[src/opc_power_ctrl_regs.vh]
// Notes on behaviour
// - Select code 111 moves clock to sub
// - Codes 000..110 return to divided fast clock
// - Slow switch completes once slow osc stable
// - Fast return waits for fast osc stable
// - Halt with keep bits 00 enters sleep
// - Halt with keep bits 01 enters idle_slow_only
// - Halt with keep bits 11 enters idle_both_clocks
// - Halt with keep bits 10 enters idle_fast_only
// - Halt stops execution, state held unchanged
// - Halt sets powerdown, clears timeout flag
// - Halt clears watchdog; counts only if enabled
// - Wake on port edge, interrupt, watchdog overflow
// - Powerdown cleared by reset or clear-watchdog
// - Halt overflow sets timeout, resets pc, sp
// - Per-pin port wake enable, resume after halt
// - Disabled or stack-full interrupt resumes after halt
// - Enabled interrupt with free stack is serviced
// - Interrupt pending before halt does not wake
// - Wake waits for the oscillator the select code names to be stable
// - Codes 0..6 divide fast by 1..64, 7 sub
// - Fast stable flag clears then sets
`ifndef OPC_POWER_CTRL_REGS_VH
`define OPC_POWER_CTRL_REGS_VH
// APB byte offsets
`define OPC_ADDR_SYS_CLK_CTRL  12'h000
`define OPC_ADDR_FAST_OSC_CTRL 12'h004
`define OPC_ADDR_PORTA_WAKE    12'h008
`define OPC_ADDR_STATUS        12'h00C
`define OPC_ADDR_WDOG_CTRL     12'h010
// System clock control fields
`define OPC_SCC_SEL_HI   7
`define OPC_SCC_SEL_LO   5
`define OPC_SCC_FKEEP    1
`define OPC_SCC_SKEEP    0
`define OPC_SEL_SUB      3'h7
`define OPC_SCC_RESET    8'h00
`define OPC_SEL_RESET    3'h0
// Fast oscillator control fields
`define OPC_FOC_FREQ_HI  3
`define OPC_FOC_FREQ_LO  2
`define OPC_FOC_STABLE   1
`define OPC_FOC_EN       0
`define OPC_FOC_RESET    4'h1
// Status fields
`define OPC_ST_PDF       0
`define OPC_ST_TO        1
`define OPC_ST_SLOWMODE  2
`define OPC_ST_HALTED    3
// Watchdog control
`define OPC_WDOG_EN_BIT  0
`define OPC_WDOG_RESET   1'h1
// Oscillator settle counts in core cycles
`define OPC_FAST_SETTLE  8'h10
`define OPC_SLOW_SETTLE  8'h08
`define OPC_CNT_ZERO     8'h00
`define OPC_CNT_ONE      8'h01
`endif

[src/opc_power_ctrl.v]
// Local design decisions: the address map and the APB register port.
`timescale 1ns/10ps
`include "opc_power_ctrl_regs.vh"
module opc_power_ctrl (
    // Clock and reset
    input  wire        core_clk,
    input  wire        rst_n,
    // APB slave
    input  wire        psel,
    input  wire        penable,
    input  wire        pwrite,
    input  wire [11:0] paddr,
    input  wire [31:0] pwdata,
    output wire        pready,
    output reg  [31:0] prdata,
    output wire        pslverr,
    // CPU core events
    input  wire        haltExec,
    input  wire        clrWdogExec,
    input  wire        intRequest,
    input  wire        intEnabled,
    input  wire        stackFull,
    input  wire        wdogOverflow,
    input  wire [7:0]  portaPins,
    // Oscillator status
    input  wire        slowOscReady,
    // CPU and clock controls
    output reg         cpuRun,
    output reg         intServiceNow,
    output reg         resumeAfterHalt,
    output reg         pcSpReset,
    output reg         wdogClear,
    output reg         wdogCountEn,
    output reg         fastOscOn,
    output reg         subClkOn,
    output reg         sysClkEn,
    output reg         sysClkIsSub,
    output reg  [2:0]  sysClkDiv
);

    // Register map, one word each, low bits used:
    //   sys clk ctrl   [7:5] clock select, [1] fast keep,
    //                  [0] slow keep
    //   fast osc ctrl  [3:2] tuning, [1] stable (read only),
    //                  [0] enable
    //   port wake      [7:0] per-pin falling-edge enables
    //   status         [0] powerdown, [1] timeout,
    //                  [2] slow mode, [3] halted (read only)
    //   wdog ctrl      [0] watchdog count enable
    // Unmapped words read zero; writes to them are dropped.
    //
    // Modes and what runs in them:
    //   fast     core on divided fast clock, sub on
    //   slow     core on sub clock, fast per enable bit
    //   sleep    core, fast and sub all stopped
    //   idle_slow_only    core stopped, sub kept
    //   idle_both_clocks    core stopped, fast and sub kept
    //   idle_fast_only    core stopped, fast kept, sub off
    //   wake     core held until its clock is stable
    // The watchdog clock is outside this block and never
    // gated here; only its clear and enable pass through.
    //
    // Wake outcomes, one pulse each, at most one at a time:
    //   watchdog overflow  pc and sp reset, timeout set
    //   interrupt, taken   service now (enabled, stack free)
    //   anything else      resume after the halt
    // A wake by watchdog wins over a coincident interrupt.
    //
    // Limitations:
    //   select writes take effect at once; a switch into
    //   slow mode waits for the slow osc, a switch back
    //   waits for the fast stable flag
    //   only one interrupt line is seen; the core merges
    //   its sources and their enables before this block

    // One-hot modes
    localparam [6:0] ST_FAST  = 7'h01;
    localparam [6:0] ST_SLOW  = 7'h02;
    localparam [6:0] ST_SLEEP = 7'h04;
    localparam [6:0] ST_IDL0  = 7'h08;
    localparam [6:0] ST_IDL1  = 7'h10;
    localparam [6:0] ST_IDL2  = 7'h20;
    localparam [6:0] ST_WAKE  = 7'h40;

    reg [6:0] state;
    reg [2:0] sys_clk_select;
    reg       fast_osc_keep_in_halt;
    reg       slow_osc_keep_in_halt;
    reg       fastOscEnable;
    reg [1:0] fastFreq;
    reg       fast_osc_stable_flag;
    reg [7:0] porta_wake_enable;
    reg       powerdown_flag;
    reg       wdog_timeout_flag;
    reg       wdogEnable;
    reg [7:0] portaPrev;
    reg       intPendAtHalt;
    reg [7:0] fastCnt;
    reg       wakeByWdog;
    reg       wakeByInt;

    // Keep bits pick the halt mode; the select code does not.
    // Sleep is the all-zero case so a cleared register gives
    // the lowest standby current.
    // Halt decode used only by the mode choice on halt
    function [6:0] halt_target;
        input fk;
        input sk;
        begin
            case ({fk, sk})
                2'b00:   halt_target = ST_SLEEP;
                2'b01:   halt_target = ST_IDL0;
                2'b11:   halt_target = ST_IDL1;
                default: halt_target = ST_IDL2;
            endcase
        end
    endfunction

    wire apbWr = psel & penable & pwrite;
    wire apbRd = psel & ~penable & ~pwrite;
    wire regWr = apbWr & (paddr == `OPC_ADDR_SYS_CLK_CTRL);
    wire foWr  = apbWr & (paddr == `OPC_ADDR_FAST_OSC_CTRL);
    wire pwWr  = apbWr & (paddr == `OPC_ADDR_PORTA_WAKE);
    wire wdWr  = apbWr & (paddr == `OPC_ADDR_WDOG_CTRL);
    wire inHalt = (state == ST_SLEEP) | (state == ST_IDL0) |
                  (state == ST_IDL1) | (state == ST_IDL2);
    wire running = (state == ST_FAST) | (state == ST_SLOW);
    wire haltGo = running & haltExec;
    // Falling edge on an enabled port pin
    wire portWake = |(portaPrev & ~portaPins & porta_wake_enable);
    // Only a request that was not already pending may wake
    wire intWake = intRequest & ~intPendAtHalt;
    wire anyWake = inHalt & (portWake | intWake | wdogOverflow);
    // Fast osc need, by mode:
    //   fast mode   always, it clocks the core
    //   slow mode   only while software keeps it enabled
    //   idle_both_clocks/idle_fast_only kept by the fast keep bit
    //   sleep/idle_slow_only stopped, so the stable flag drops
    //   wake        restarting, flag rises after settle
    // Dropping the flag in halt makes the wake wait for a
    // real restart rather than trust a stale stable flag.
    wire inFast   = (state == ST_FAST);
    wire fastKept = (state == ST_IDL1) | (state == ST_IDL2);
    wire fastNeed = running ? (fastOscEnable | inFast)
                            : (fastKept | (state == ST_WAKE));
    // Wake target is the clock source the select code names
    wire wakeToSub = (sys_clk_select == `OPC_SEL_SUB);
    wire wakeDone  = (state == ST_WAKE) &
                     (wakeToSub ? slowOscReady : fast_osc_stable_flag);

    // Zero-wait APB; unmapped reads return zero
    assign pready  = 1'b1;
    assign pslverr = 1'b0;

    // Read data is taken in the setup cycle so it stands
    // through the whole access cycle; a status bit that
    // moves in the access cycle shows on the next read.
    // Register read mux, captured in setup phase
    always @(posedge core_clk) begin
        if (!rst_n) begin
            prdata <= 32'h0000_0000;
        end else if (apbRd) begin
            case (paddr)
                `OPC_ADDR_SYS_CLK_CTRL:
                    prdata <= {24'h00_0000, sys_clk_select, 3'h0,
                               fast_osc_keep_in_halt,
                               slow_osc_keep_in_halt};
                `OPC_ADDR_FAST_OSC_CTRL:
                    prdata <= {28'h000_0000, fastFreq,
                               fast_osc_stable_flag, fastOscEnable};
                `OPC_ADDR_PORTA_WAKE:
                    prdata <= {24'h00_0000, porta_wake_enable};
                `OPC_ADDR_STATUS:
                    prdata <= {28'h000_0000, inHalt,
                               (state == ST_SLOW),
                               wdog_timeout_flag, powerdown_flag};
                `OPC_ADDR_WDOG_CTRL:
                    prdata <= {31'h0000_0000, wdogEnable};
                default:
                    prdata <= 32'h0000_0000;
            endcase
        end
    end

    // Writes land in the access cycle only, so a setup cycle
    // alone never disturbs a register.
    // Software-written configuration
    always @(posedge core_clk) begin
        if (!rst_n) begin
            sys_clk_select        <= `OPC_SEL_RESET;
            fast_osc_keep_in_halt <= 1'b0;
            slow_osc_keep_in_halt <= 1'b0;
            {fastFreq, fastOscEnable} <= 3'h1;
            porta_wake_enable     <= 8'h00;
            wdogEnable            <= `OPC_WDOG_RESET;
        end else begin
            if (regWr) begin
                sys_clk_select <= pwdata[`OPC_SCC_SEL_HI:`OPC_SCC_SEL_LO];
                fast_osc_keep_in_halt <= pwdata[`OPC_SCC_FKEEP];
                slow_osc_keep_in_halt <= pwdata[`OPC_SCC_SKEEP];
            end
            if (foWr) begin
                fastFreq      <= pwdata[`OPC_FOC_FREQ_HI:`OPC_FOC_FREQ_LO];
                fastOscEnable <= pwdata[`OPC_FOC_EN];
            end
            if (pwWr)
                porta_wake_enable <= pwdata[7:0];
            if (wdWr)
                wdogEnable <= pwdata[`OPC_WDOG_EN_BIT];
        end
    end

    // The counter stands in for the real oscillator start-up;
    // it restarts whenever the oscillator is not needed, so
    // every restart, after halt too, waits the full count.
    // A retune while running also restarts it, as the
    // frequency is not trusted until the flag is back.
    // Fast osc settle: flag drops on enable or retune, sets later
    always @(posedge core_clk) begin
        if (!rst_n) begin
            fastCnt              <= `OPC_FAST_SETTLE;
            fast_osc_stable_flag <= 1'b0;
        end else if (!fastNeed ||
                     (foWr && (pwdata[`OPC_FOC_EN] & ~fastOscEnable ||
                      pwdata[`OPC_FOC_FREQ_HI:`OPC_FOC_FREQ_LO]
                      != fastFreq))) begin
            fastCnt              <= `OPC_FAST_SETTLE;
            fast_osc_stable_flag <= 1'b0;
        end else if (fastCnt != `OPC_CNT_ZERO) begin
            fastCnt <= fastCnt - `OPC_CNT_ONE;
        end else begin
            fast_osc_stable_flag <= 1'b1;
        end
    end

    // Halt wins over a clock switch in the same cycle; the
    // switch is then taken after the wake, as the select
    // code is kept. Wake events are only seen in halt modes,
    // so a port edge while running is ignored here.
    // Mode sequencer and status flags
    always @(posedge core_clk) begin
        if (!rst_n) begin
            state             <= ST_FAST;
            powerdown_flag    <= 1'b0;
            wdog_timeout_flag <= 1'b0;
            portaPrev         <= 8'hFF;
            intPendAtHalt     <= 1'b0;
            wakeByWdog        <= 1'b0;
            wakeByInt         <= 1'b0;
        end else begin
            portaPrev <= portaPins;
            if (clrWdogExec & ~haltGo)
                powerdown_flag <= 1'b0;
            case (state)
                ST_FAST, ST_SLOW: begin
                    if (haltGo) begin
                        // Flags change, all other state frozen
                        state             <= halt_target(
                            fast_osc_keep_in_halt,
                            slow_osc_keep_in_halt);
                        powerdown_flag    <= 1'b1;
                        wdog_timeout_flag <= 1'b0;
                        intPendAtHalt     <= intRequest;
                    end else if (state == ST_FAST &&
                                 sys_clk_select == `OPC_SEL_SUB &&
                                 slowOscReady) begin
                        state <= ST_SLOW;
                    end else if (state == ST_SLOW &&
                                 sys_clk_select != `OPC_SEL_SUB &&
                                 fast_osc_stable_flag) begin
                        state <= ST_FAST;
                    end
                end
                ST_SLEEP, ST_IDL0, ST_IDL1, ST_IDL2: begin
                    if (anyWake) begin
                        state      <= ST_WAKE;
                        wakeByWdog <= wdogOverflow;
                        wakeByInt  <= intWake & ~wdogOverflow;
                        if (wdogOverflow)
                            wdog_timeout_flag <= 1'b1;
                    end
                    if (!intRequest)
                        intPendAtHalt <= 1'b0;
                end
                ST_WAKE: begin
                    // Resume on the clock source the select code names
                    if (wakeDone) begin
                        state      <= wakeToSub ? ST_SLOW : ST_FAST;
                        wakeByWdog <= 1'b0;
                        wakeByInt  <= 1'b0;
                    end
                end
                default: state <= ST_FAST;
            endcase
        end
    end

    // All controls are registered so the core and the clock
    // gates see glitch-free levels; the clock gates follow the state one cycle later.
    // Registered CPU and clock controls
    always @(posedge core_clk) begin
        if (!rst_n) begin
            cpuRun          <= 1'b1;
            intServiceNow   <= 1'b0;
            resumeAfterHalt <= 1'b0;
            pcSpReset       <= 1'b0;
            wdogClear       <= 1'b0;
            wdogCountEn     <= 1'b0;
            fastOscOn       <= 1'b1;
            subClkOn        <= 1'b1;
            sysClkEn        <= 1'b1;
            sysClkIsSub     <= 1'b0;
            sysClkDiv       <= 3'h0;
        end else begin
            cpuRun    <= running & ~haltGo;
            wdogClear <= haltGo | clrWdogExec;
            wdogCountEn <= wdogEnable;
            fastOscOn <= fastNeed;
            subClkOn  <= running | (state == ST_IDL0) |
                         (state == ST_IDL1) | (state == ST_WAKE);
            sysClkEn    <= running;
            sysClkIsSub <= (state == ST_SLOW);
            sysClkDiv   <= (sys_clk_select == `OPC_SEL_SUB)
                           ? sysClkDiv : sys_clk_select;
            intServiceNow   <= 1'b0;
            resumeAfterHalt <= 1'b0;
            pcSpReset       <= 1'b0;
            if (wakeDone) begin
                if (wakeByWdog)
                    pcSpReset <= 1'b1;
                else if (wakeByInt && intEnabled && !stackFull)
                    intServiceNow <= 1'b1;
                else
                    resumeAfterHalt <= 1'b1;
            end
        end
    end

endmodule // opc_power_ctrl

[config.mk]
export PLATFORM = sky130hd
export DESIGN_NAME = opc_power_ctrl
export DESIGN_NICKNAME = d
export VERILOG_FILES = /design/src/opc_power_ctrl.v
export VERILOG_INCLUDE_DIRS = /design/src
export SDC_FILE = /design/constraint.sdc
export NUM_CORES = 1
export LEC_CHECK = 0
export ABC_AREA = 1
export BUFFER_PORTS_ARGS = -buffer_cell sky130_fd_sc_hd__buf_2
export CORE_MARGIN = 5
export CORE_UTILIZATION = 51
export DETAILED_ROUTE_END_ITERATION = 16
export GPL_ROUTABILITY_DRIVEN = 0
export PLACE_DENSITY = 0.8
export SLEW_MARGIN = 20
export SYNTH_ARGS = -nofsm -noshare
export SYNTH_HDL_FRONTEND = slang
export SYNTH_SLANG_ARGS = --single-unit
[constraint.sdc]
create_clock -name core_clk -period 1.8 [get_ports core_clk]
set_input_delay 0.27 -clock core_clk [delete_from_list [all_inputs] [get_ports core_clk]]
set_output_delay 0.27 -clock core_clk [all_outputs]
set_load 0.005 [all_outputs]
After elaboration in Yosys (flattened, before gate mapping)
Cells that the tools add are included.
Word-level totals
  register bits: 91
  latch bits: 0
  bits in writable memories: 0
  memory bits (read-only): 0
  input port bits: 64
  output and inout port bits: 47
  word-level logic and storage cells: 146
  memories kept: 0
Operators by class
  add/subtract/negate cells: 1
  $mul: 0
  divide/modulo/power cells: 0
  order comparisons: 0
  equal/unequal tests: 22
  shift operators: 0
  muxes and demuxes: 29
  bitwise gates (word level): 40
  reduce and logical (&&, ||, !) cells: 26
Operators by type and width (count)
  $pmux 8 s5: 1
  $mux 7: 5
  $eq 12x4->1 const B: 2
  $pmux 7 s3: 1
  $pmux 6 s3: 1
  $and 1x1->1: 16
  $and 8x8->8: 2
  $mux 1: 16
  $or 1x1->1: 13
  $eq 12x3->1 const B: 1
  $eq 12x5->1 const B: 1
  $logic_not 12->1: 1
  $ne 2x2->1 const B: 5
  $reduce_and 3->1: 3
  $not 1->1: 8
  $not 8->8: 1
  $pmux 1 s2: 4
  $reduce_bool 8->1: 1
  $reduce_or 8->1: 1
  $sub 8x1->8 const B: 1
  $eq 7x1->1 const B: 1
  $eq 7x2->1 const B: 1
  $eq 7x3->1 const B: 1
  $eq 7x4->1 const B: 1
  other kinds (20): 30

Logic depth before layout (Yosys ltp)
Gate-level depths: netlist (run 1).
  word-level depth: 9
  gate-level depth with buffers: 11
  depth with buffers taken out: 11

Worst setup path after synthesis (run 1)
Ideal clock, no wire load.
  path kind: register to register
  start point: register fastCnt[0]
  end point: register fastCnt[1]
  arrival: 1.242 ns
  path slack: 0.431 ns
  stages on the path, launching flop included: 9
  cell sequence: dfxtp_1 > inv_1 > ha_1 > nor3b_1 > nand4_1 > inv_1 > nor2_1 > a21oi_1 > nor3_1
Between the ends
  word-level cells in the longest chain between the ends: 1
  elaborated cells between the ends (all ways): 2
  those cells by class: 1 x add/sub; 1 x reduce/logical
RTL lines
  start: declaration: RTL line opc_power_ctrl.v:98  | reg [7:0] fastCnt;
  start signal: assignment: RTL line opc_power_ctrl.v:221  | fastCnt <= `OPC_FAST_SETTLE;
  start signal: assignment: RTL line opc_power_ctrl.v:227  | fastCnt <= `OPC_FAST_SETTLE;
  start signal: assignment: RTL line opc_power_ctrl.v:230  | fastCnt <= fastCnt - `OPC_CNT_ONE;
  $sub 8x1->8 (no source line) or $reduce_bool 8->1 (tied branches)
Parallel ways exist; a longest one is shown, timed or not.
A chain may end at the register's enable or synchronous reset.

Worst setup path in the final report (run 1)
  start point: register sys_clk_select[0]
  end point: register wakeByInt
Between the ends
  word-level cells in the longest chain between the ends: 5
RTL lines
  start: declaration: RTL line opc_power_ctrl.v:86  | reg [2:0] sys_clk_select;
  start signal: assignment: RTL line opc_power_ctrl.v:190  | sys_clk_select <= `OPC_SEL_RESET;
  start signal: assignment: RTL line opc_power_ctrl.v:198  | sys_clk_select <= pwdata[`OPC_SCC_SEL_HI:`OPC_SCC_SEL_LO];
  $eq 3x3->1 (no source line)
  $mux 1: RTL line opc_power_ctrl.v:149  | (wakeToSub ? slowOscReady : fast_osc_stable_flag);
  $and 1x1->1: RTL line opc_power_ctrl.v:148  | wire wakeDone = (state == ST_WAKE) &
  $ne 2x2->1 (no source line)
  $reduce_and 3->1 (no source line)
  end signal: assignment: RTL line opc_power_ctrl.v:278  | wakeByInt <= intWake & ~wdogOverflow;
  end: declaration: RTL line opc_power_ctrl.v:100  | reg wakeByInt;
No other way between the ends.

==> results of run 1 <==
-- area by class of cell --
class / count / area, um^2 / area share
clock inverters: 6 / 88.8 / 0.0228
clock buffers: 10 / 138 / 0.0353
well taps: 77 / 96.3 / 0.0247
flip-flops and latches: 67 / 1340 / 0.344
repair buffers: 65 / 338 / 0.0866
inverters: 69 / 259 / 0.0664
multi-input cells: 337 / 1640 / 0.420
-- logic make-up (layout without fill, tap and decap cells) --
logic type / count (synthesis) / count (layout) / share of synthesized area
adders and majority gates: 2 / 2 / 0.00739
other: 2 / 26 / 0.00222
AOI/OAI and AO/OA: 68 / 68 / 0.116
DFF: 67 / 67 / 0.396
and+or+nand+nor: 238 / 238 / 0.323
xor gates and xnor gates: 3 / 3 / 0.00776
buffers and inverters: 103 / 150 / 0.147
-- metal layers --
layer	up-vias	track usage	wire [um]
met2	146	0.311	3820
met1	1410	0.237	3380
met4	0	0.0807	196
li1	1640	-	-
met5	-	0	0
met3	26	0.0521	666
-- placed cells by master, fill, tap and decap left out, drive strengths merged --
master    instances
inv              68
bufinv            2
xor2              2
nor2             66
clkbuf           10
o211ai            4
or2               1
nor3             23
o21ai            30
o22ai             1
a21oi            31
xnor2             1
ha                2
o2111ai           1
dfxtp            67
clkinv            3
a31oi             1
nand2            91
buf              65
conb             26
nand3b            1
nand3            43
nor3b             1
nand4            12
clkinvlp          2
-- worst max-delay path, stage by stage (launching register included) --
cell	delay (ns)
dfxtp_1	0.37
nand3_1	0.25
o21ai_2	0.27
nor2_1	0.09
inv_2	0.11
o21ai_0	0.10
nor2_1	0.20
nand2_1	0.08
nand2_1	0.06
nor2_1	0.04
-- worst min-delay path by stage --
stage                            start            to  slack, ns  depth (start not counted)
final                     portaPins[6]  portaPrev[6]       0.10                          3
after global routing      portaPins[6]  portaPrev[6]       0.09                          3
after CTS                 portaPins[6]  portaPrev[6]       0.09                          3
after detailed placement    wdogEnable   wdogCountEn       0.45                          2
after global placement      wdogEnable   wdogCountEn       0.44                          2
after floorplan           portaPins[0]  portaPrev[0]       0.37                          2
-- synth_stat cells --
cell       instances  share of area
a21oi_1           29          0.043
buf_2              2         0.0030
a21oi_4            2         0.0096
o211ai_1           3         0.0067
nand3_2            1         0.0030
clkinv_1           1         0.0011
buf_4             27          0.060
nand3b_1           1         0.0022
clkbuf_1           2         0.0022
nand4_1           11          0.020
a31oi_1            1         0.0018
o22ai_1            1         0.0018
nand3_4            1         0.0052
inv_2              4         0.0044
nor3_4             1         0.0048
o21ai_0           29          0.043
conb_1             2         0.0022
nor3_1            22          0.033
nand4_2            1         0.0037
nor2_1            59          0.065
ha_1               2         0.0074
nand2_1           87          0.096
o211ai_4           1         0.0063
or2_2              1         0.0018
inv_1             64          0.071
buf_6              1         0.0033
nor2_2             4         0.0074
xnor2_1            1         0.0026
nor2_4             3          0.010
o2111ai_1          1         0.0026
o21ai_1            1         0.0015
buf_1              2         0.0022
nor3b_1            1         0.0022
dfxtp_1           67           0.40
xor2_1             2         0.0052
nand2_2            4         0.0074
nand3_1           41          0.061
-- through the flow --
step | total power, mW | setup slack, ns | hold WS [ns] | area, um^2
floorplan | 2.97 | 0.431 | 0.367 | 3470
global placement | 3.26 | 0.112 | 0.436 | 3670
detailed placement | 3.29 | 0.0911 | 0.448 | 3670
CTS | 4.72 | 0.117 | 0.0872 | 3900
global route | 5.02 | -0.0126 | 0.0945 | 3900
finish | 4.71 | 0.135 | 0.102 | 3900
-- timing repair --
| action | in CTS | in global routing |
|---|---|---|
| gates resized for setup | 0 | 2 |
| hold endpoints to repair | 0 | 0 |
| endpoints found under the setup margin | 0 | 2 |
| setup buffers | 0 | 0 |
| hold buffers | 0 | 0 |
-- power breakdown --
part | total [mW] | internal, mW | leakage (nW) | switching [mW]
clock network | 1.41 | 0.817 | 0.108 | 0.595
registers | 1.79 | 1.68 | 0.547 | 0.107
logic | 1.51 | 0.514 | 1.23 | 0.995
total | 4.71 | 3.01 | 1.89 | 1.70
-- flip-flops by register name (all words and copies together) (netlist names), 2 cells and up --
signal,cells
fastCnt,8
portaPrev,8
porta_wake_enable,8
prdata,8
state,7
sysClkDiv,3
sys_clk_select,3
fastFreq,2
==> results.sh, run 1 <==
export IMPL_post_route_util=0.611
export IMPL_syn_inst=483
export IMPL_setup_viol_count_final=0
export IMPL_die_x_um=91.5
export IMPL_fin_cells=631
export IMPL_layout_min_cycle_time_ns=1.66
export IMPL_grt_max_degree=24
export IMPL_clock_fmax_mhz=601
export IMPL_hp_class="in2reg"
export IMPL_critPathLaunchType="flip-flop"
export IMPL_drtAntennaViolNets=0
export IMPL_ys_warn_count=0
export IMPL_core_rowCount=29
export IMPL_ys_ff_latch=67
export IMPL_drtIter0Drc=260
export IMPL_tritoncts="done"
export IMPL_antenna_cells=0
export IMPL_numCtsBuffers=9
export IMPL_final_hold_violation_count=0
export IMPL_p_leak_nw=1.89
export IMPL_seq_area_frac_synth=0.396
export IMPL_cp_endpoint="wakeByInt"
export IMPL_io_pins=111
export IMPL_viasPerCell=5.11
export IMPL_status="completed"
export IMPL_io_buffer_count=60
export IMPL_wl_per_cell_um=12.8
export IMPL_finalWirelength_mm=8.07
export IMPL_final_fill_count=593
export IMPL_clockRootBuffer="clkbuf_8"
export IMPL_powerDensity_mw_per_mm2=1210
export IMPL_crit_path_start="sys_clk_select[0]"
export IMPL_layout_nets=615
export IMPL_grt_first_pass_wirelength_mm=13.2
export IMPL_cts_clk_slew_worst_paths_ns=0.07
export IMPL_worst_r2r_setup_slack_ns=0.14
export IMPL_firstDrtPassIters=5
export IMPL_num_vias=3222
export IMPL_avgSynthCellArea_um2=7.01
export IMPL_crit_fanout=5
export IMPL_clock_latency_ns=0.35
export IMPL_rr_worst_depth=9
export IMPL_dp_cells=615
export IMPL_clockBufferDepth=2
export IMPL_h_tree_depth=3
export IMPL_antenna_found_initial=0
export IMPL_track_usage=0.191
export IMPL_dp_hpwl_mm=6.07
export IMPL_first_global_vias=2976
export IMPL_drive_gt1_frac=0.191
export IMPL_reg2reg_to="wakeByInt"
export IMPL_irDropWorstVdd_mv=0.744
export IMPL_syn2layout_area_growth_pct=15.2
export IMPL_arrival_ns=1.92
export IMPL_slew_viol_final=0
export IMPL_cp_data_required_time_ns=2.05
export IMPL_initial_core_util=0.530
export IMPL_crit_type="reg2reg"
export IMPL_setup_tns_ns=0
export IMPL_cts_sinks=67
export IMPL_core_mm2=0.00639
export IMPL_drcViolationCount=0
export IMPL_r2r_start="sys_clk_select[0]"
export IMPL_die_h_um=91.5
export IMPL_maxCapViolCount=0
export IMPL_timing_final_crit_share=0.925
export IMPL_grt_overflow_total=0
export IMPL_synth_area_mm2=0.00338
export IMPL_critPathCaptureType="flip-flop"
export IMPL_dieArea_mm2=0.00837
export IMPL_finalClockSkew_ns=0.00465
export IMPL_synth_distinct_cells=37
No activity file was read; power rests on OpenSTA's default activity.
==> run 2, diff against run 1 <==
--- a/config.mk
+++ b/config.mk
@@ -9,10 +9,9 @@
 export ABC_AREA = 1
 export BUFFER_PORTS_ARGS = -buffer_cell sky130_fd_sc_hd__buf_2
 export CORE_MARGIN = 5
-export CORE_UTILIZATION = 51
+export CORE_UTILIZATION = 30
 export DETAILED_ROUTE_END_ITERATION = 16
 export GPL_ROUTABILITY_DRIVEN = 0
-export PLACE_DENSITY = 0.8
 export SLEW_MARGIN = 20
 export SYNTH_ARGS = -nofsm -noshare
 export SYNTH_HDL_FRONTEND = slang
==> run 2 against run 1 <==
  * Clock power rose by 28%
  * Critical path depth rose by 1
  * Fmax rose by 3.8%
  * Combinational power barely moved
  * Register-to-register slack improved by 0.06 ns
  * Cell count rose by 11%
  * Count of clock-buffer cells in the layout fell by 1
  * Global-route usage fell by 5.7 points
  * Design area rose by 5.0%
  * Critical endpoint is now state[3]
  * Largest cell class unchanged
==> results.sh, run 2 (synthesis gave the netlist of run 1 again) <==
export IMPL_io_pins=111
export IMPL_grt_overflow_total=0
export IMPL_setup_viol_count_final=0
export IMPL_p_seq_frac=0.351
export IMPL_irDropWorstVdd_mv=0.515
export IMPL_rsz0062_at_grt="no"
export IMPL_slew_viol_final=0
export IMPL_grtUsageMet1=0.164
export IMPL_crit_slowest_cell="dfxtp_1"
export IMPL_finalWirelength_mm=8.58
export IMPL_firstDrtPassIters=5
export IMPL_combPwrFrac=0.295
export IMPL_setup_tns_ns=0
export IMPL_cts_sinks=67
export IMPL_switching_share=0.355
export IMPL_h_tree_depth=3
export IMPL_clockBufferDepth=2
export IMPL_post_cts_buffers=0
export IMPL_syn2layout_area_growth_pct=21.0
export IMPL_grt_max_degree=24
export IMPL_path_delay_family="simple AND/OR/NAND/NOR gates"
export IMPL_clkPwrFrac=0.354
export IMPL_drcViolationCount=0
export IMPL_final_fill_count=1200
export IMPL_p_switching_mw=1.81
export IMPL_hp_class="in2reg"
export IMPL_critPathCaptureType="flip-flop"
export IMPL_final_common_cell="nand2_1"
export IMPL_num_vias=3176
export IMPL_finalClockSkew_ns=0.00652
export IMPL_max_stage_delay_ns=0.32
export IMPL_critPathLaunchType="flip-flop"
export IMPL_antenna_cells=0
export IMPL_top_usage_layer="met2"
export IMPL_arrival_ns=1.83
export IMPL_maxCapViolCount=0
export IMPL_die_h_um=116
export IMPL_drtAntennaViolNets=0
export IMPL_antenna_found_initial=0
export IMPL_grt_met2_usage=0.232
export IMPL_clock_latency_ns=0.33
export IMPL_core_mm2=0.0109
export IMPL_clock_fmax_mhz=623
export IMPL_dieArea_mm2=0.0135
export IMPL_fin_cells=698
export IMPL_status="completed"
export IMPL_core_rowCount=38
export IMPL_viasPerCell=4.55
export IMPL_path_cells="inv_1 > nand2_1 > nor2_4 > nand3_1 > a21oi_1 > nand2_1 > nand3_4 > nand2_1 > nand2_1 > nor2_1"
export IMPL_hold_buffers=0
export IMPL_initial_core_util=0.309
export IMPL_die_x_um=116
export IMPL_tritoncts="done"
export IMPL_grt_first_pass_wirelength_mm=14.2
export IMPL_drtIter0Drc=115
export IMPL_drive_gt1_frac=0.199
export IMPL_clockRootBuffer="clkbuf_16"
export IMPL_first_global_vias=3039
export IMPL_p_int_mw=3.30
export IMPL_final_hold_violation_count=0
export IMPL_layout_nets=619
export IMPL_final_cell_mix="87 x nand2_1, 67 x dfxtp_1, 63 x inv_1"
export IMPL_crit_fanout=10
export IMPL_track_usage=0.135
export IMPL_powerDensity_mw_per_mm2=1250
export IMPL_cts_clk_slew_worst_paths_ns=0.06
export IMPL_io_buffer_count=60
export IMPL_dp_hpwl_mm=6.86
export IMPL_wl_per_cell_um=12.3
export IMPL_placed_area_mm2=0.00378
export IMPL_crit_type="reg2reg"
export IMPL_crit_top_cell="nand2_1"
export IMPL_layout_min_cycle_time_ns=1.60
export IMPL_p_leak_nw=1.95
export IMPL_ctsResizeCount=0
export IMPL_path_buf_inv=1
export IMPL_timing_final_crit_share=0.891
export IMPL_met3_usage=0.0249
export IMPL_final_area_mm2=0.00410
export IMPL_numCtsBuffers=9
export IMPL_cp_data_required_time_ns=2.03
export IMPL_dp_cells=682
==> run 2: final timing paths <==
check                                  start           end  slack (ns)  cells past startpoint
worst max-delay path                state[5]      state[3]        0.20                     10
worst max register to register      state[5]      state[3]        0.20                     10
worst min-delay path            portaPins[0]  portaPrev[0]        0.12                      3
worst min register to register    wdogEnable   wdogCountEn        0.45                      2
==> run 2: metal layers <==
layer | vias to the layer above | wire (um)
met5 | - | 0
met1 | 1430 | 3720
li1 | 1650 | -
met4 | 0 | 174
met2 | 84 | 4150
met3 | 12 | 538
==> run 2: tightest hold or removal path, stage by stage <==
cell and delay, ns:
buf_2 0.07, inv_1 0.04, nand2_1 0.04
==> run 2: metrics by stage <==
step / utilization / worst slack (ns) / hold slack [ns] / total power [mW]
after floorplan: - / 0.431 / 0.367 / 2.97
after global placement: 0.346 / 0.159 / 0.444 / 3.29
after detailed placement: 0.346 / 0.138 / 0.446 / 3.32
after CTS: 0.374 / 0.157 / 0.117 / 5.15
after global routing: 0.375 / 0.00127 / 0.130 / 5.50
final: 0.375 / 0.196 / 0.120 / 5.11
==> run 2: power by group through the flow <==
stage          logic [mW]  registers (mW)  clock network [mW]
6_report             1.51            1.79                1.81
5_1_grt              1.76            1.81                1.93
4_1_cts              1.51            1.79                1.85
3_5_place_dp         1.50            1.82                   0
3_3_place_gp         1.47            1.82                   0
2_1_floorplan        1.17            1.81                   0
==> run 2: cell type report <==
cell class / count / area (um^2) / area share
clock buffer: 9 / 225 / 0.0550
clock inverter: 7 / 83.8 / 0.0205
inverter: 69 / 259 / 0.0632
multi-input combinational: 337 / 1640 / 0.401
sequential: 67 / 1340 / 0.327
tap: 140 / 175 / 0.0428
timing repair buffer: 69 / 368 / 0.0898
==> run 3, diff against run 2 <==
==> constraint.sdc (replaced) <==
create_clock -name core_clk -period 2.1 [get_ports core_clk]
set_input_delay 0.315 -clock core_clk [delete_from_list [all_inputs] [get_ports core_clk]]
set_output_delay 0.315 -clock core_clk [all_outputs]
set_load 0.005 [all_outputs]
==> run 3 against run 2 <==
  * Sequential share of layout area grew 0.22 points
  * Count of clock-buffer cells in the layout grew 2
  * Wire length shrank 4.4%
  * Fmax shrank 0.82%
  * Global-route usage shrank 0.64 points
  * Flip-flop and latch count is the same
  * Worst setup slack gained 0.29 ns
  * Die area is the same
  * Worst hold slack gained 0.052 ns
  * Sequential power shrank 15%
  * Critical path depth shrank 2
  * Register-to-register slack gained 0.29 ns
  * Critical endpoint is now fastCnt[3]
  * Largest power group unchanged
  * Highest routed layer unchanged
==> results.sh, run 3 (synthesis gave the netlist of run 1 again) <==
export IMPL_status="completed"
export IMPL_fin_cells=693
export IMPL_final_hold_violation_count=0
export IMPL_final_fill_count=1163
export IMPL_layout_min_cycle_time_ns=1.62
export IMPL_antenna_found_initial=0
export IMPL_io_buffer_count=60
export IMPL_core_mm2=0.0109
export IMPL_cp_data_required_time_ns=2.31
export IMPL_setup_viol_count_final=0
export IMPL_num_vias=3116
export IMPL_crit_slowest_cell="o211ai_4"
export IMPL_cts_clk_slew_worst_paths_ns=0.06
export IMPL_die_x_um=116
export IMPL_tritoncts="done"
export IMPL_rsz0062_at_grt="no"
export IMPL_min_to="portaPrev[0]"
export IMPL_clockRootBuffer="clkbuf_16"
export IMPL_track_usage=0.128
export IMPL_core_rowCount=38
export IMPL_first_global_vias=3042
export IMPL_maxCapViolCount=0
export IMPL_crit_fanout=9
export IMPL_viasPerCell=4.50
export IMPL_hp_class="in2reg"
export IMPL_io_pins=111
export IMPL_drtIter0Drc=143
export IMPL_dp_cells=677
export IMPL_finalWirelength_mm=8.21
export IMPL_grt_max_degree=25
export IMPL_drcViolationCount=0
export IMPL_clock_latency_ns=0.33
export IMPL_dp_hpwl_mm=6.64
export IMPL_dieArea_mm2=0.0135
export IMPL_post_cts_buffers=0
export IMPL_wl_per_cell_um=11.8
export IMPL_syn2layout_area_growth_pct=20.2
export IMPL_setup_tns_ns=0
export IMPL_ctsResizeCount=0
export IMPL_numCtsBuffers=9
export IMPL_initial_core_util=0.309
export IMPL_worst_r2r_setup_slack_ns=0.48
export IMPL_clock_fmax_mhz=618
export IMPL_cts_sinks=67
export IMPL_whs_path_depth=3
export IMPL_firstDrtPassIters=5
export IMPL_layout_nets=614
export IMPL_critPathLaunchType="flip-flop"
export IMPL_p_leak_nw=1.93
export IMPL_h_tree_depth=3
export IMPL_hold_buffers=0
export IMPL_clockBufferDepth=2
export IMPL_final_common_cell="nand2_1"
export IMPL_powerDensity_mw_per_mm2=1090
export IMPL_timing_final_crit_share=0.770
export IMPL_die_h_um=116
export IMPL_final_cell_mix="87 x nand2_1, 67 x dfxtp_1, 64 x inv_1"
export IMPL_hp_start="portaPins[0]"
export IMPL_reg2reg_to="fastCnt[3]"
export IMPL_crit_type="reg2reg"
export IMPL_final_area_mm2=0.00407
export IMPL_max_stage_delay_ns=0.35
export IMPL_critPathCaptureType="flip-flop"
export IMPL_drive_gt1_frac=0.184
export IMPL_finalClockSkew_ns=0.00797
export IMPL_grt_overflow_total=0
export IMPL_grt_first_pass_wirelength_mm=13.5
export IMPL_placed_area_mm2=0.00374
export IMPL_antenna_cells=0
export IMPL_slew_viol_final=0
export IMPL_post_route_util=0.372
export IMPL_irDropWorstVdd_mv=0.512
export IMPL_rr_worst_depth=8
export IMPL_arrival_ns=1.82
export IMPL_r2r_start="state[6]"
export IMPL_drtAntennaViolNets=0
export IMPL_path_cells="inv_1 > nand3_1 > nor2_1 > inv_1 > o211ai_4 > nor2_2 > nand2_1 > nor2_1"
## run 3: power breakdown
part	leakage [nW]	internal [mW]	total (mW)	switching, mW
clock	0.156	1.08	1.62	0.539
sequential	0.547	1.44	1.53	0.0931
combinational	1.23	0.440	1.27	0.833
total	1.93	2.96	4.42	1.47
## run 3: routing by layer
layer | GRT usage | up-vias | routed length, um
met5 | 0 | - | 0
met4 | 0.0518 | 0 | 96
met3 | 0.0409 | 4 | 600
met2 | 0.211 | 93 | 3880
met1 | 0.156 | 1385 | 3630
li1 | - | 1634 | -
## run 3: worst max path at each step
stage                           start    endpoint  slack [ns]  cells past startpoint
floorplan                    paddr[1]  fastCnt[3]        0.71                      8
global placement             paddr[4]  fastCnt[3]        0.30                      9
detailed placement           paddr[4]  fastCnt[3]        0.31                      9
CTS                          state[6]  fastCnt[3]        0.47                      8
global route        sys_clk_select[1]   wakeByInt        0.28                      9
finish                       state[6]  fastCnt[3]        0.48                      8
## run 3: layout make-up
cell class	instances	area, um^2	area share
inverter	69	259	0.0637
clock buffer	11	243	0.0597
sequential	67	1340	0.330
tap	140	175	0.0431
multi-input combinational	337	1640	0.402
timing repair buffer	64	330	0.0812
clock inverter	5	85.1	0.0209
## run 3: metrics by stage
step                hold WS [ns]  worst slack, ns  power (mW)
floorplan                  0.412            0.705        2.55
global placement           0.438            0.302        2.82
detailed placement         0.442            0.305        2.82
CTS                        0.159            0.473        4.47
global route               0.166            0.285        4.76
finish                     0.172            0.483        4.42
## run 3: critical path: cells and delay by family, from the launching register on
family	cells	cell delay (ns)
simple gates	5	0.57
compound gates	1	0.35
flops	1	0.34
buf+inv	2	0.24
